File: config.mk
export PLATFORM = sky130hd
export DESIGN_NAME = ipe_isp_engine
export DESIGN_NICKNAME = d
export VERILOG_FILES = /design/src/ipe_pkg.sv /design/src/ipe_isp_engine.sv
export SDC_FILE = /design/constraint.sdc
export NUM_CORES = 1
export LEC_CHECK = 0
export BUFFER_PORTS_ARGS = -buffer_cell sky130_fd_sc_hd__buf_2
export CORE_ASPECT_RATIO = 1.1
export CORE_UTILIZATION = 40
export CTS_BUF_LIST = sky130_fd_sc_hd__clkbuf_4
export CTS_CLUSTER_SIZE = 20
export DETAILED_ROUTE_END_ITERATION = 8
export PLACE_DENSITY = 0.57
export RECOVER_POWER = 25
export SLEW_MARGIN = 20
export SYNTH_ARGS = -nofsm -noshare
export SYNTH_HDL_FRONTEND = slang
export SYNTH_SLANG_ARGS = --single-unit
export TNS_END_PERCENT = 5
File: constraint.sdc
create_clock -name clk -period 3.5 [get_ports clk]
set_input_delay 0.7 -clock clk [delete_from_list [all_inputs] [get_ports clk]]
set_output_delay 0.7 -clock clk [all_outputs]
set_load 0.01 [all_outputs]
File: src/ipe_pkg.sv
/*
 ipe_pkg: constants and types of the isp programming engine.
 assumes a 100 MHz core clock and a 14-bit memory address
 made of page, block and byte fields.
*/
`default_nettype none

package ipe_pkg;
   // core clock rate
   localparam int CLK_MHZ = 100;
   // storage times, in microseconds
   localparam int ERASE_TIME_US = 2000;
   localparam int PROG_TIME_US = 2500;
   // derived cycle counts (exact at this rate)
   localparam int ERASE_CYCLES = ERASE_TIME_US * CLK_MHZ;
   localparam int PROG_CYCLES = PROG_TIME_US * CLK_MHZ;
   // width of the hold counter
   localparam int HOLD_W = 20;
   // fixed 7-bit slave address and mode code
   localparam logic [6:0] SLAVE_ADDR = 7'h50;
   localparam logic [7:0] MODE_CODE = 8'h00;
   // command codes
   localparam logic [7:0] ERASE_THEN_WRITE_BLOCK_CMD = 8'h01;
   localparam logic [7:0] SINGLE_BYTE_PROGRAM_CMD = 8'h02;
   localparam logic [7:0] BLOCK_CLEAR_CMD = 8'h03;
   localparam logic [7:0] SINGLE_BYTE_CLEAR_CMD = 8'h04;
   localparam logic [7:0] ADDRESSED_READ_CMD = 8'h05;
   localparam logic [7:0] FULL_MEMORY_CLEAR_CMD = 8'h09;
   localparam logic [7:0] NO_ERASE_BLOCK_PROGRAM_CMD = 8'h0b;
   localparam logic [7:0] LOAD_PAGE_POINTER_CMD = 8'h0c;
   localparam logic [7:0] SEQUENTIAL_READ_CMD = 8'h0d;
   localparam logic [7:0] ADVANCE_BLOCK_POINTER_CMD = 8'h0f;
   localparam logic [7:0] STATUS_QUERY_CMD = 8'h13;
   // pointer after entry: page 48, block 3, byte 0
   localparam logic [5:0] RESET_PAGE = 6'h30;
   localparam logic [2:0] RESET_BLOCK = 3'h3;
   localparam logic [4:0] RESET_BYTE = 5'h00;
   // limits of auto increment
   localparam logic [5:0] LAST_SEQ_PAGE = 6'h1f;
   localparam logic [2:0] LAST_BLOCK = 3'h7;
   localparam logic [4:0] LAST_BYTE = 5'h1f;
   // memory operations handed to the array
   typedef enum logic [1:0] {
      OP_PROG, OP_CLR_BYTE, OP_CLR_BLOCK, OP_CLR_ALL
   } ipe_op_t;
   // one memory request
   typedef struct packed {
      ipe_op_t op;
      logic [13:0] addr;
      logic [7:0] data;
   } ipe_mem_req_t;
   // current pointer
   typedef struct packed {
      logic [5:0] page;
      logic [2:0] blk;
      logic [4:0] byt;
   } ipe_ptr_t;
endpackage : ipe_pkg

`default_nettype wire

File: src/ipe_isp_engine.sv
/*
 ipe_isp_engine: i2c slave that takes programming commands
 and turns them into memory requests, stretching scl while
 storage runs.
 assumes scl and sda arrive asynchronously (open drain, wired
 outside), a memory that reads combinationally from
 mem_rd_addr, and a memory side that accepts requests with
 valid/ready on clk.
*/
`default_nettype none

module ipe_isp_engine
   import ipe_pkg::*;
#(
   parameter int ERASE_CYC = ERASE_CYCLES,
   parameter int PROG_CYC = PROG_CYCLES
) (
   input wire logic clk,
   input wire logic rstn,
   input wire logic scl_i,
   output logic scl_o,
   output logic scl_oe,
   input wire logic sda_i,
   output logic sda_o,
   output logic sda_oe,
   output logic mem_valid,
   input wire logic mem_ready,
   output ipe_mem_req_t mem_req,
   output logic [13:0] mem_rd_addr,
   input wire logic [7:0] mem_rd_data,
   input wire logic lock_at_entry,
   output logic locked
);

   ////////////////////////////////////////////////////////////
   // types and constants

   // link states
   typedef enum logic [2:0] {
      S_IDLE, S_ADDR, S_AACK, S_RX, S_RACK, S_HOLD, S_TX, S_TACK
   } ipe_link_t;
   // command parser phase
   typedef enum logic [1:0] {P_CMD, P_ARG1, P_ARG2, P_DATA} ipe_parse_t;
   // what a read returns
   typedef enum logic [1:0] {RD_NONE, RD_MEM, RD_STAT} ipe_rdk_t;

   // whole module state
   typedef struct packed {
      ipe_link_t st;
      logic [1:0] scl_sy; // scl synchroniser
      logic [1:0] sda_sy; // sda synchroniser
      logic scl_q; // scl one cycle late
      logic sda_q; // sda one cycle late
      logic [3:0] bitn; // bit count in byte
      logic [7:0] sh; // receive shifter
      logic ack; // drive ack low
      logic rw; // 1 = master reads
      logic open; // mode byte seen
      ipe_parse_t ps;
      logic [7:0] cmd; // command in progress
      logic [4:0] idx; // data byte in block
      ipe_ptr_t cur; // current pointer
      logic [13:0] rd_adr; // read / byte target
      ipe_rdk_t rdk;
      logic [7:0] tx; // transmit shifter
      logic locked;
      logic init; // entry lock sampled
      logic pend; // request waiting to queue
      ipe_mem_req_t preq; // that request
      logic [HOLD_W-1:0] hold; // stretch cycles left
      ipe_mem_req_t [1:0] q; // two-entry buffer
      logic [1:0] fill; // entries in buffer
   } ipe_state_t;

   // hold lengths in cycles
   localparam logic [HOLD_W-1:0] T_E = HOLD_W'(ERASE_CYC);
   localparam logic [HOLD_W-1:0] T_P = HOLD_W'(PROG_CYC);
   localparam logic [HOLD_W-1:0] T_EP = HOLD_W'(ERASE_CYC + PROG_CYC);
   localparam ipe_ptr_t RESET_PTR = '{RESET_PAGE, RESET_BLOCK, RESET_BYTE};

   ipe_state_t r_reg; // registered state
   ipe_state_t r_next; // next state

   ////////////////////////////////////////////////////////////
   // pointer arithmetic

   // block increment with page carry
   function automatic ipe_ptr_t blk_inc(input ipe_ptr_t p);
      ipe_ptr_t q;
      q = p;
      if (p.page == LAST_SEQ_PAGE && p.blk == LAST_BLOCK) begin
         q = '0;
      end else begin
         q.blk = p.blk + 3'h1;
         if (p.blk == LAST_BLOCK) begin
            q.page = p.page + 6'h1;
         end
      end
      return q;
   endfunction : blk_inc

   // absolute address increment
   function automatic ipe_ptr_t ptr_inc(input ipe_ptr_t p);
      ipe_ptr_t q;
      if (p == ipe_ptr_t'{LAST_SEQ_PAGE, LAST_BLOCK, LAST_BYTE}) begin
         q = '0;
      end else begin
         q = ipe_ptr_t'(14'(p) + 14'h1);
      end
      return q;
   endfunction : ptr_inc

   ////////////////////////////////////////////////////////////
   // next state

   always_comb begin
      logic rise;
      logic fall;
      logic start;
      logic stop;
      logic sda_v;
      logic pop;
      logic [1:0] fidx;
      logic [7:0] b;
      logic ok;
      rise = r_reg.scl_sy[1] & ~r_reg.scl_q;
      fall = ~r_reg.scl_sy[1] & r_reg.scl_q;
      sda_v = r_reg.sda_sy[1];
      // start/stop: sda edge while scl high
      start = r_reg.scl_sy[1] & r_reg.scl_q & r_reg.sda_q & ~sda_v;
      stop = r_reg.scl_sy[1] & r_reg.scl_q & ~r_reg.sda_q & sda_v;
      pop = (r_reg.fill != 2'h0) & mem_ready;
      fidx = 2'h0;
      b = {r_reg.sh[6:0], sda_v};
      ok = 1'b1;
      r_next = r_reg;
      // pin sampling, two flops then edge flops
      r_next.scl_sy = {r_reg.scl_sy[0], scl_i};
      r_next.sda_sy = {r_reg.sda_sy[0], sda_i};
      r_next.scl_q = r_reg.scl_sy[1];
      r_next.sda_q = sda_v;
      // lock state caught once after reset release
      if (!r_reg.init) begin
         r_next.init = 1'b1;
         r_next.locked = lock_at_entry;
      end
      // buffer drain toward memory
      if (pop) begin
         r_next.q[0] = r_reg.q[1];
      end
      unique case (r_reg.st)
         S_IDLE: begin
            // wait for start
         end
         S_ADDR: begin
            if (rise) begin
               r_next.sh = b;
               r_next.bitn = r_reg.bitn + 4'h1;
            end else if (fall && r_reg.bitn == 4'h8) begin
               r_next.bitn = 4'h0;
               // match fixed address
               if (r_reg.sh[7:1] == SLAVE_ADDR) begin
                  r_next.ack = 1'b1;
                  r_next.rw = r_reg.sh[0];
                  r_next.st = S_AACK;
               end else begin
                  r_next.st = S_IDLE;
               end
            end
         end
         S_AACK: begin
            if (fall) begin
               r_next.ack = 1'b0;
               r_next.bitn = 4'h0;
               if (r_reg.rw) begin
                  // load byte to send
                  r_next.st = S_TX;
                  r_next.tx = (r_reg.rdk == RD_STAT) ?
                     {r_reg.locked, 7'h00} : mem_rd_data;
                  r_next.rdk = RD_NONE;
               end else begin
                  // mode byte only once per entry
                  r_next.st = S_RX;
                  r_next.ps = P_CMD;
               end
            end
         end
         S_RX: begin
            if (rise) begin
               r_next.sh = b;
               r_next.bitn = r_reg.bitn + 4'h1;
            end else if (fall && r_reg.bitn == 4'h8) begin
               r_next.bitn = 4'h0;
               r_next.st = S_RACK;
               if (!r_reg.open) begin
                  // first byte must be mode code
                  ok = (r_reg.sh == MODE_CODE);
                  r_next.open = ok;
               end else begin
                  unique case (r_reg.ps)
                     P_CMD: begin
                        r_next.cmd = r_reg.sh;
                        r_next.idx = 5'h00;
                        unique case (r_reg.sh)
                           ERASE_THEN_WRITE_BLOCK_CMD: begin
                              // clear block first, data follows
                              r_next.ps = P_DATA;
                              r_next.pend = 1'b1;
                              r_next.preq = '{OP_CLR_BLOCK,
                                 {r_reg.cur.page, r_reg.cur.blk, 5'h00}, 8'h00};
                           end
                           NO_ERASE_BLOCK_PROGRAM_CMD: begin
                              r_next.ps = P_DATA;
                           end
                           SINGLE_BYTE_PROGRAM_CMD, BLOCK_CLEAR_CMD,
                           SINGLE_BYTE_CLEAR_CMD, ADDRESSED_READ_CMD,
                           LOAD_PAGE_POINTER_CMD: begin
                              r_next.ps = P_ARG1;
                           end
                           FULL_MEMORY_CLEAR_CMD: begin
                              r_next.pend = 1'b1;
                              r_next.preq = '{OP_CLR_ALL, 14'h0000, 8'h00};
                              r_next.hold = T_E;
                              r_next.locked = 1'b0;
                           end
                           SEQUENTIAL_READ_CMD: begin
                              // return current, then advance
                              r_next.rd_adr = r_reg.cur;
                              r_next.rdk = RD_MEM;
                              r_next.cur = ptr_inc(r_reg.cur);
                           end
                           ADVANCE_BLOCK_POINTER_CMD: begin
                              r_next.cur = blk_inc(r_reg.cur);
                           end
                           STATUS_QUERY_CMD: begin
                              r_next.rdk = RD_STAT;
                           end
                           default: begin
                              ok = 1'b0; // unknown code, nack
                           end
                        endcase
                     end
                     P_ARG1: begin
                        r_next.ps = P_CMD;
                        unique case (r_reg.cmd)
                           SINGLE_BYTE_PROGRAM_CMD: begin
                              // offset now, value next
                              r_next.rd_adr = {r_reg.cur.page, r_reg.sh};
                              r_next.ps = P_ARG2;
                              r_next.pend = 1'b1;
                              r_next.preq = '{OP_CLR_BYTE,
                                 {r_reg.cur.page, r_reg.sh}, 8'h00};
                           end
                           BLOCK_CLEAR_CMD: begin
                              r_next.pend = 1'b1;
                              r_next.preq = '{OP_CLR_BLOCK,
                                 {r_reg.cur.page, r_reg.sh[7:5], 5'h00},
                                 8'h00};
                              r_next.hold = T_E;
                           end
                           SINGLE_BYTE_CLEAR_CMD: begin
                              r_next.pend = 1'b1;
                              r_next.preq = '{OP_CLR_BYTE,
                                 {r_reg.cur.page, r_reg.sh}, 8'h00};
                              r_next.hold = T_E;
                           end
                           ADDRESSED_READ_CMD: begin
                              r_next.rd_adr = {r_reg.cur.page, r_reg.sh};
                              r_next.rdk = RD_MEM;
                           end
                           default: begin
                              r_next.cur.page = r_reg.sh[5:0];
                           end
                        endcase
                     end
                     P_ARG2: begin
                        // value of byte program
                        r_next.ps = P_CMD;
                        r_next.pend = 1'b1;
                        r_next.preq = '{OP_PROG, r_reg.rd_adr, r_reg.sh};
                        r_next.hold = T_EP;
                     end
                     P_DATA: begin
                        r_next.pend = 1'b1;
                        r_next.preq = '{OP_PROG,
                           {r_reg.cur.page, r_reg.cur.blk, r_reg.idx}, r_reg.sh};
                        r_next.idx = r_reg.idx + 5'h01;
                        if (r_reg.idx == LAST_BYTE) begin
                           r_next.ps = P_CMD;
                           r_next.hold = (r_reg.cmd == ERASE_THEN_WRITE_BLOCK_CMD) ?
                              T_EP : T_P;
                        end
                     end
                  endcase
               end
               r_next.ack = ok;
               if (!ok) begin
                  r_next.ps = P_CMD;
               end
            end
         end
         S_RACK: begin
            // end of ack bit: stretch if work queued
            if (fall) begin
               r_next.ack = 1'b0;
               r_next.st = (r_reg.pend || r_reg.hold != '0) ? S_HOLD : S_RX;
            end
         end
         S_HOLD: begin
            // scl held low here
            if (r_reg.pend) begin
               if (r_reg.fill != 2'h2 || pop) begin
                  r_next.pend = 1'b0;
               end
            end else if (r_reg.hold == '0) begin
               r_next.st = S_RX;
            end else begin
               r_next.hold = r_reg.hold - 1'b1;
            end
         end
         S_TX: begin
            if (fall) begin
               r_next.tx = {r_reg.tx[6:0], 1'b0};
               r_next.bitn = r_reg.bitn + 4'h1;
               if (r_reg.bitn == 4'h7) begin
                  r_next.st = S_TACK;
               end
            end
         end
         S_TACK: begin
            // master answers, then stops
            if (rise) begin
               r_next.st = S_IDLE;
            end
         end
      endcase
      // buffer fill from held request
      if (r_reg.st == S_HOLD && r_reg.pend && (r_reg.fill != 2'h2 || pop)) begin
         fidx = pop ? r_reg.fill - 2'h1 : r_reg.fill;
         r_next.q[fidx[0]] = r_reg.preq;
         r_next.fill = fidx + 2'h1;
      end else if (pop) begin
         r_next.fill = r_reg.fill - 2'h1;
      end
      // start or stop restart the link, except while in S_HOLD
      if (r_reg.st != S_HOLD) begin
         if (start) begin
            r_next.st = S_ADDR;
            r_next.bitn = 4'h0;
            r_next.ack = 1'b0;
         end else if (stop) begin
            r_next.st = S_IDLE;
            r_next.ack = 1'b0;
         end
      end
   end

   ////////////////////////////////////////////////////////////
   // state register

   always_ff @(posedge clk or negedge rstn) begin
      if (!rstn) begin
         r_reg <= '0;
         r_reg.cur <= RESET_PTR;
         r_reg.scl_sy <= 2'h3;
         r_reg.sda_sy <= 2'h3;
         r_reg.scl_q <= 1'b1;
         r_reg.sda_q <= 1'b1;
      end else begin
         r_reg <= r_next;
      end
   end

   ////////////////////////////////////////////////////////////
   // outputs

   // open drain: only ever pull low
   assign scl_o = 1'b0;
   assign sda_o = 1'b0;
   // stretch while storage runs
   assign scl_oe = (r_reg.st == S_HOLD);
   // ack low, or a zero data bit
   assign sda_oe = ((r_reg.st == S_AACK || r_reg.st == S_RACK) && r_reg.ack) ||
      (r_reg.st == S_TX && !r_reg.tx[7]);
   assign mem_valid = (r_reg.fill != 2'h0);
   assign mem_req = r_reg.q[0];
   assign mem_rd_addr = r_reg.rd_adr;
   assign locked = r_reg.locked;

endmodule : ipe_isp_engine

`default_nettype wire

# After elaboration in Yosys (flattened, before gate mapping)
# Index checks and enable logic that the tools add are counted.
# op_classes
n_addsub,8
magnitude_cmp,2
eq_ne,64
muxes,104
bitwise,13
n_reduce_logical,47
# ops
op,n
two-way mux 45 bit,6
case mux 45 bit (4 select lines),1
two-way mux 20 bit,5
case mux 25 bit (2 select lines),2
two-way mux 24 bit,3
bitwise mux 48 bit,1
two-way mux 3 bit,16
two-way mux 14 bit,3
equality test 8 x 4 -> 1 bit (second input constant),5
case mux 20 bit (2 select lines),1
equality test 8 x 2 -> 1 bit (second input constant),4
equality test 8 x 3 -> 1 bit (second input constant),4
two-way mux 8 bit,4
case mux 16 bit (2 select lines),1
case mux 14 bit (2 select lines),1
two-way mux 2 bit,13
inequality test 2 bit (second input constant),13
demux 24 bit (select 1 bit),1
two-way mux 4 bit,6
two-way mux 1 bit,21
case mux 3 bit (7 select lines),1
logical NOT 20 bit,1
two-way mux 10 bit,2
nonzero test 20 bit,1
63 further kinds,122
# totals
regBits,174
in_bits,14
output_inout_bits,44
wordCells,271

# Depth between registers and ports, before layout
# Gate-level depths: netlist of the first run.
# logic_depth
ltp_word,14
mapped_depth,9
mapped_depth_nobuf,8

# Least setup slack after synthesis of the first run
# Ideal clock, no wire load.
# synth_path
path_type,reg-to-reg
from,register r_reg[172] (netlist name)
to,register r_reg[27] (netlist name)
setup_time_ps,125
arrival_time_ps,2361
t_required_ps,3375
setup_slack_ps,1014
path_stages_with_launch,9
period_less_slack_ps,2486
path_cell_list,dfrtp_1 nand3b_1 inv_1 nand2_1 a21oi_1 ha_1 clkbuf_1 clkbuf_1 mux2_2
# synth_between
elab_chain_len,3
# synth_rtl
element,line,source
"start, declared",ipe_isp_engine.sv:81,ipe_state_t r_reg;
"start signal, assigned",ipe_isp_engine.sv:370,r_reg <= r_next;
equality test 3 bit,--,
net scl_oe,ipe_isp_engine.sv:22,"output logic scl_oe,"
logical AND 1 bit (2 in a row),ipe_isp_engine.sv:338,if (r_reg.st == S_HOLD && r_reg.pend && (r_reg.fill != 2'h2 || pop)) begin
# The timed path passes the listed nets, and every way through them passes these cells.
# A chain may end at the register's enable or synchronous reset.

# Worst setup path in the final report of the first run
# layout_path
from,register r_reg[172] (netlist name)
to,output sda_oe
# layout_between
elab_chain_len,4
elab_cells_between_ends,7
cone_classes,eq/ne (3); reduce/logical (4)
# layout_rtl
element,line,source
equality test 3 x 2 -> 1 bit or equality test 3 bit (tied branches),ipe_isp_engine.sv:383,assign sda_oe = ((r_reg.st == S_AACK || r_reg.st == S_RACK) && r_reg.ack) ||
logical OR 1 bit,ipe_isp_engine.sv:383,
logical AND 1 bit,ipe_isp_engine.sv:383,
logical OR 1 bit *,ipe_isp_engine.sv:383,
"end, declared",ipe_isp_engine.sv:25,"output logic sda_oe,"
# Mark *: on every way between the ends. The rest lies on a longest branch, timed or not.

==> impl_metrics.py, run 1 <==
metrics = {
    "worst_setup_path": {
        "crit_family": "flip-flops",
        "critical_path_class": "reg2out",
        "setup.worst_path.end_class": "output port",
        "crit_fanout": 16,
        "arrival_ps": 2080,
        "worstPathCellList": "nor2b_1 -> nand2_1 -> a21oi_1 -> buf_2",
        "worst-path-buf-inv": 1,
        "cp_slowest_cell": "dfrtp_1",
        "crit_required_ps": 2800,
        "start_kind": "flop",
        "critPathMaxStageDelay_ps": 660,
    },
    "sta": {
        "maxSlewViolCount": 175,
        "fin_tns_setup_ps": 0,
        "fin_worst_skew_ps": 36.3,
        "period_minus_slack_ps": 2780,
        "finalCritPeriodShare_pct": 79.5,
        "maxSlewHeadroom_pct": -60.6,
        "setup_viol": 0,
        "final-hold-violation-count": 0,
        "grt_setup_unrepaired": "false",
        "tightest_slew_ps": 2410,
        "fin_ws_ps": 716,
        "fmax_mhz": 359,
    },
    "grt": {
        "grt.total_usage_pct": 19.3,
        "grt.busiest_layer": "met2",
        "met1_usage_pct": 27.2,
        "gr-usage-met3_pct": 3.13,
        "grt.overflow.total": 0,
        "grt_pass1_wl_um": 37200,
        "grt_pass1_vias": 7092,
        "grt_max_degree": 175,
        "use_met2_pct": 30.2,
        "antenna_found_initial": 2,
    },
    "final_layout": {
        "finalNetCount": 1072,
        "drive_gt1_share_pct": 16.1,
        "final.fill_count": 2263,
        "largest_reg_flops": 131,
        "layout_commonest_cell": "dfrtp_1",
        "final_cell_mix": "dfrtp_1 (164), nand2_1 (156), o21ai_0 (101)",
        "area_growth_pct": 5.82,
    },
    "clock_network": {
        "cts_tree": "built",
        "postCtsResizedCells": 0,
        "cts.htree.levels": 4,
        "insertion_delay_ps": 610,
        "cts_buffers": 17,
        "cts_setup_buffers": 0,
        "hold_buffers": 0,
        "clock_path_buffers": 2,
        "clockRootBuffer": "clkbuf_4",
        "cts_sinks": 174,
        "path_clk_slew_ps": 160,
    },
    "drt": {
        "viasPerCell": 5.41,
        "drt_iter0_drc": 605,
        "drc": 0,
        "wirelength_um": 22100,
        "drtAntennaViolNets": 0,
        "wl_per_cell_um": 16.3,
        "via_count": 7329,
        "first_pass_iters": 8,
    },
    "die": {
        "initial_core_util_pct": 41.1,
        "io_pins": 58,
        "die_area_mm2": 0.0242,
        "rows": 58,
        "core-area_mm2": 0.0230,
        "die_w_um": 149,
        "die_height_um": 163,
    },
    "pwr": {
        "p_int_mw": 2.60,
        "p_switching_mw": 1.34,
        "p_leak_nw": 4.49,
        "seq_power_share_pct": 57.3,
        "p_comb_share_pct": 13.2,
        "power_density_mw_per_mm2": 393,
        "sw_frac_of_total_pct": 34.0,
        "clkPwrFrac_pct": 29.5,
        "max-vdd-ir-drop_uv": 194,
    },
    "synthesis": {
        "ys_seq_area_share_pct": 46.2,
        "synthFlopType": "dfrtp_1",
        "synth_edf_count": 0,
        "avgSynthCellArea_um2": 9.01,
        "synth_area_mm2": 0.00945,
        "ys_async_sr_fraction_pct": 100,
        "ys_warn_count": 0,
        "synth_seq_cells": 174,
        "syn_inst": 1049,
        "synth_cell_types": 79,
    },
    "outcome": {
        "violations": "capacitance limit, slew limit",
        "status": "finished with violations",
    },
    "place": {
        "dpl.hpwl_um": 15100,
        "dp_slack_ps": 909,
        "place_congestion": 0.868,
        "place.port_buffers": 55,
    },
    "min_path": {
        "hp-class": "in2reg",
    },
    "run": {
        "maxCapViolations": 1,
    },
}
## cells in the mapped netlist (all sizes together) (18+ instances only)
| cell | count | area, µm² |
|---|---|---|
| dfrtp | 164 | 4100 |
| nand2 | 158 | 603 |
| o21ai | 104 | 520 |
| nor2 | 99 | 372 |
| buf | 53 | 364 |
| clkbuf | 48 | 180 |
| a21oi | 46 | 230 |
| a31oi | 41 | 257 |
| mux2 | 40 | 450 |
| inv | 30 | 113 |
| nor3 | 29 | 145 |
| nand3 | 26 | 143 |
| a22oi | 19 | 143 |
| ha | 18 | 225 |
## path summary, 6_finish.rpt
path                             start     endpoint  slack [ps]  cells past startpoint
max in group asynchronous         rstn   r_reg[129]         940                      2
min in group asynchronous         rstn   r_reg[162]        1070                      2
hold / removal                   sda_i  r_next[168]         180                      1
setup reg to reg            r_reg[172]   r_reg[133]         870                      6
setup / recovery            r_reg[172]       sda_oe         720                      4
hold reg to reg            r_next[168]  r_next[165]         370                      0
## routing by layer
metal	vias to the layer above	part of all wire (%)
li1	3677	-
met1	3483	50
met2	154	46
met3	15	3.7
met4	0	1.1
met5	-	0
## per-stage QoR
stage                     utilization, %  cell area, µm²  hold WS (ps)  std cells  total power, mW
after global placement              42.2            9710           347       1321             2.81
after global routing                43.5           10000           115       1355             4.15
after floorplan                        -            9460           345       1050             2.60
after CTS                           43.5           10000           129       1353             3.99
after detailed placement            42.2            9710           348       1321             2.81
final                               43.5           10000           177       1355             3.93
## cell families after synthesis
logic type | share of synthesized area (%)
AOI/OAI and AO/OA | 19.3
DFF | 46.2
buffers and inverters | 6.95
adders and majority gates | 2.38
xor gates and xnor gates | 0.463
and+or+nand+nor | 19.0
muxes | 5.61
other | 0.0795
## worst reg2reg max path: stages (launching register included)
cell and delay [ps]:
dfrtp_1 660, nor2b_1 350, nand2_1 230, nor3_1 350
o211ai_1 330, or4_1 550, o211ai_1 100
## final cells by class
cell class | instances | area, µm² | share of cell area [%]
Multi-Input combinational cell | 745 | 4430 | 44.3
Sequential cell | 174 | 4370 | 43.7
Timing Repair Buffer | 72 | 408 | 4.08
Tap cell | 300 | 375 | 3.75
Clock inverter | 15 | 173 | 1.73
Clock buffer | 17 | 128 | 1.28
Inverter | 30 | 113 | 1.13
Antenna cell | 2 | 5.00 | 0.0500
## power by group through the flow
stage	registers [mW]	clock network, mW	logic [mW]
2_1_floorplan	2.16	0	0.437
3_3_place_gp	2.29	0	0.519
3_5_place_dp	2.29	0	0.524
4_1_cts	2.25	1.21	0.526
5_1_grt	2.27	1.29	0.586
6_report	2.25	1.16	0.517
No activity file was read; power rests on OpenSTA's default activity.
==> run 2, diff against run 1 <==
Settings changed: PLACE_DENSITY 0.57 to 0.59.
Clock period 3.5 ns to 2.4 ns, I/O delays scaled along.
==> run 2 against run 1 <==
The flow still finishes with violations (capacitance limit, slew limit). Total power rose by 52%. Die area stayed put. First-iteration DRC count shrank 14%. Critical endpoint unchanged. Largest power group unchanged. Highest routed layer unchanged.
==> impl_metrics.py, run 2 (synthesized netlist as in run 1, its figures left out) <==
metrics = {
    "outcome": {
        "status": "finished with violations",
        "violations": "capacitance limit, slew limit",
    },
    "final_layout": {
        "final_cell_mix": "dfrtp_1 (164), nand2_1 (156), o21ai_0 (101)",
        "largest_reg_flops": 131,
        "finalNetCount": 1128,
        "final_cells": 1410,
        "drive_gt1_share_pct": 20.4,
        "area_growth_pct": 11.2,
        "utilization_pct": 45.7,
        "layout_commonest_cell": "dfrtp_1",
        "postLayoutCellArea_mm2": 0.0105,
    },
    "drt": {
        "drc": 0,
        "wl_per_cell_um": 16.2,
        "via_count": 7563,
        "first_pass_iters": 8,
        "viasPerCell": 5.36,
        "wirelength_um": 22800,
        "drtAntennaViolNets": 0,
        "drt_iter0_drc": 520,
    },
    "sta": {
        "setup_viol": 0,
        "maxSlewViolCount": 34,
        "final-hold-violation-count": 0,
        "grt_setup_unrepaired": "false",
        "fmax_mhz": 447,
        "maxSlewHeadroom_pct": -11.7,
        "fin_worst_skew_ps": 29.7,
        "period_minus_slack_ps": 2240,
        "holdWs_ps": 84.1,
        "finalCritPeriodShare_pct": 93.2,
        "tightest_slew_ps": 1670,
    },
    "clock_network": {
        "cts_buffers": 17,
        "cts_tree": "built",
        "cts_sinks": 174,
        "path_clk_slew_ps": 180,
        "clock_path_buffers": 2,
        "insertion_delay_ps": 610,
        "cts.htree.levels": 4,
        "clockRootBuffer": "clkbuf_4",
    },
    "worst_setup_path": {
        "crit_required_ps": 1920,
        "crit_fanout": 6,
        "critical_path_class": "reg2out",
        "start_kind": "flop",
        "arrival_ps": 1760,
        "setup.worst_path.end_class": "output port",
    },
    "pwr": {
        "p_leak_nw": 4.80,
        "power_density_mw_per_mm2": 569,
        "max-vdd-ir-drop_uv": 340,
    },
    "die": {
        "initial_core_util_pct": 41.1,
        "rows": 58,
        "die_area_mm2": 0.0242,
        "die_height_um": 163,
        "die_w_um": 149,
        "core-area_mm2": 0.0230,
        "io_pins": 58,
    },
    "min_path": {
        "hp-class": "in2reg",
    },
    "run": {
        "maxCapViolations": 1,
    },
    "place": {
        "dpl.hpwl_um": 16200,
        "placed_cell_area_mm2": 0.0101,
        "place.port_buffers": 55,
        "place_congestion": 0.850,
        "post-place-cells": 1372,
    },
    "grt": {
        "antenna_found_initial": 1,
        "grt.overflow.total": 0,
        "grt_max_degree": 52,
        "grt_pass1_wl_um": 38300,
        "grt.total_usage_pct": 19.9,
        "grt_pass1_vias": 7243,
    },
}
-- run 2: cell types whose count changed in the layout (fill, tap and decap cells not counted), moves of 2 or more --
cell	change
inv_12	+3
clkinvlp_4	-2
buf_12	+3
clkinv_4	+2
inv_6	-4
inv_8	+3
dlygate4sd3_1	+3
buf_4	+50
-- run 2: critical path: stages (launching register included) --
cell	delay, ps
dfrtp_1	500
nor2b_1	200
buf_4	150
nand2_1	50
a21oi_1	120
buf_2	150
-- run 2: layout make-up --
type | count | area (µm²)
flip-flops and latches | 174 | 4370
well taps | 300 | 375
fillers | 2251 | 12500
diodes | 1 | 2.50
clock buffers | 17 | 128
multi-input cells | 745 | 4450
repair buffers | 128 | 876
inverters | 30 | 113
clock inverters | 15 | 201
-- run 2: path summary, 6_finish.rpt --
path	cells past startpoint	to	slack (ps)	startpoint
worst min-delay path	3	r_reg[97]	80	mem_rd_data[0]
min in group asynchronous	2	mem_req[19]	940	rstn
worst min register to register	0	r_next[165]	370	r_next[168]
max in group asynchronous	3	r_reg[141]	280	rstn
worst max-delay path	5	sda_oe	160	r_reg[172]
worst max register to register	8	r_reg[133]	160	r_reg[161]
-- run 2: metal layers --
metal	vias up	GRT usage, %	routed length, µm
met5	-	0	0
met4	0	5.44	324
met3	30	3.30	896
met2	160	31.4	10400
met1	3600	28.1	11100
li1	3773	-	-
-- run 2: through the flow --
step                      TNS, ps  power [mW]  setup slack, ps
final                           0        5.97              163
after global routing            0        6.28             2.61
after CTS                       0        6.04             28.7
after detailed placement        0        4.20             74.3
after global placement          0        4.18              204
after floorplan             -1710        3.79            -85.6
-- run 2: power breakdown --
group / internal (mW) / total [mW] / switching (mW)
sequential: 3.03 / 3.15 / 0.123
clock: 0.526 / 1.83 / 1.30
combinational: 0.366 / 0.995 / 0.629
total: 3.92 / 5.97 / 2.06
-- run 2: what timing repair did --
| item | in CTS | in global routing |
|---|---|---|
| hold buffers | 3 | 0 |
| setup buffers | 0 | 2 |
| setup endpoints to repair | 0 | 17 |
| gates resized for setup | 0 | 6 |
| endpoints found under the hold margin | 33 | 0 |
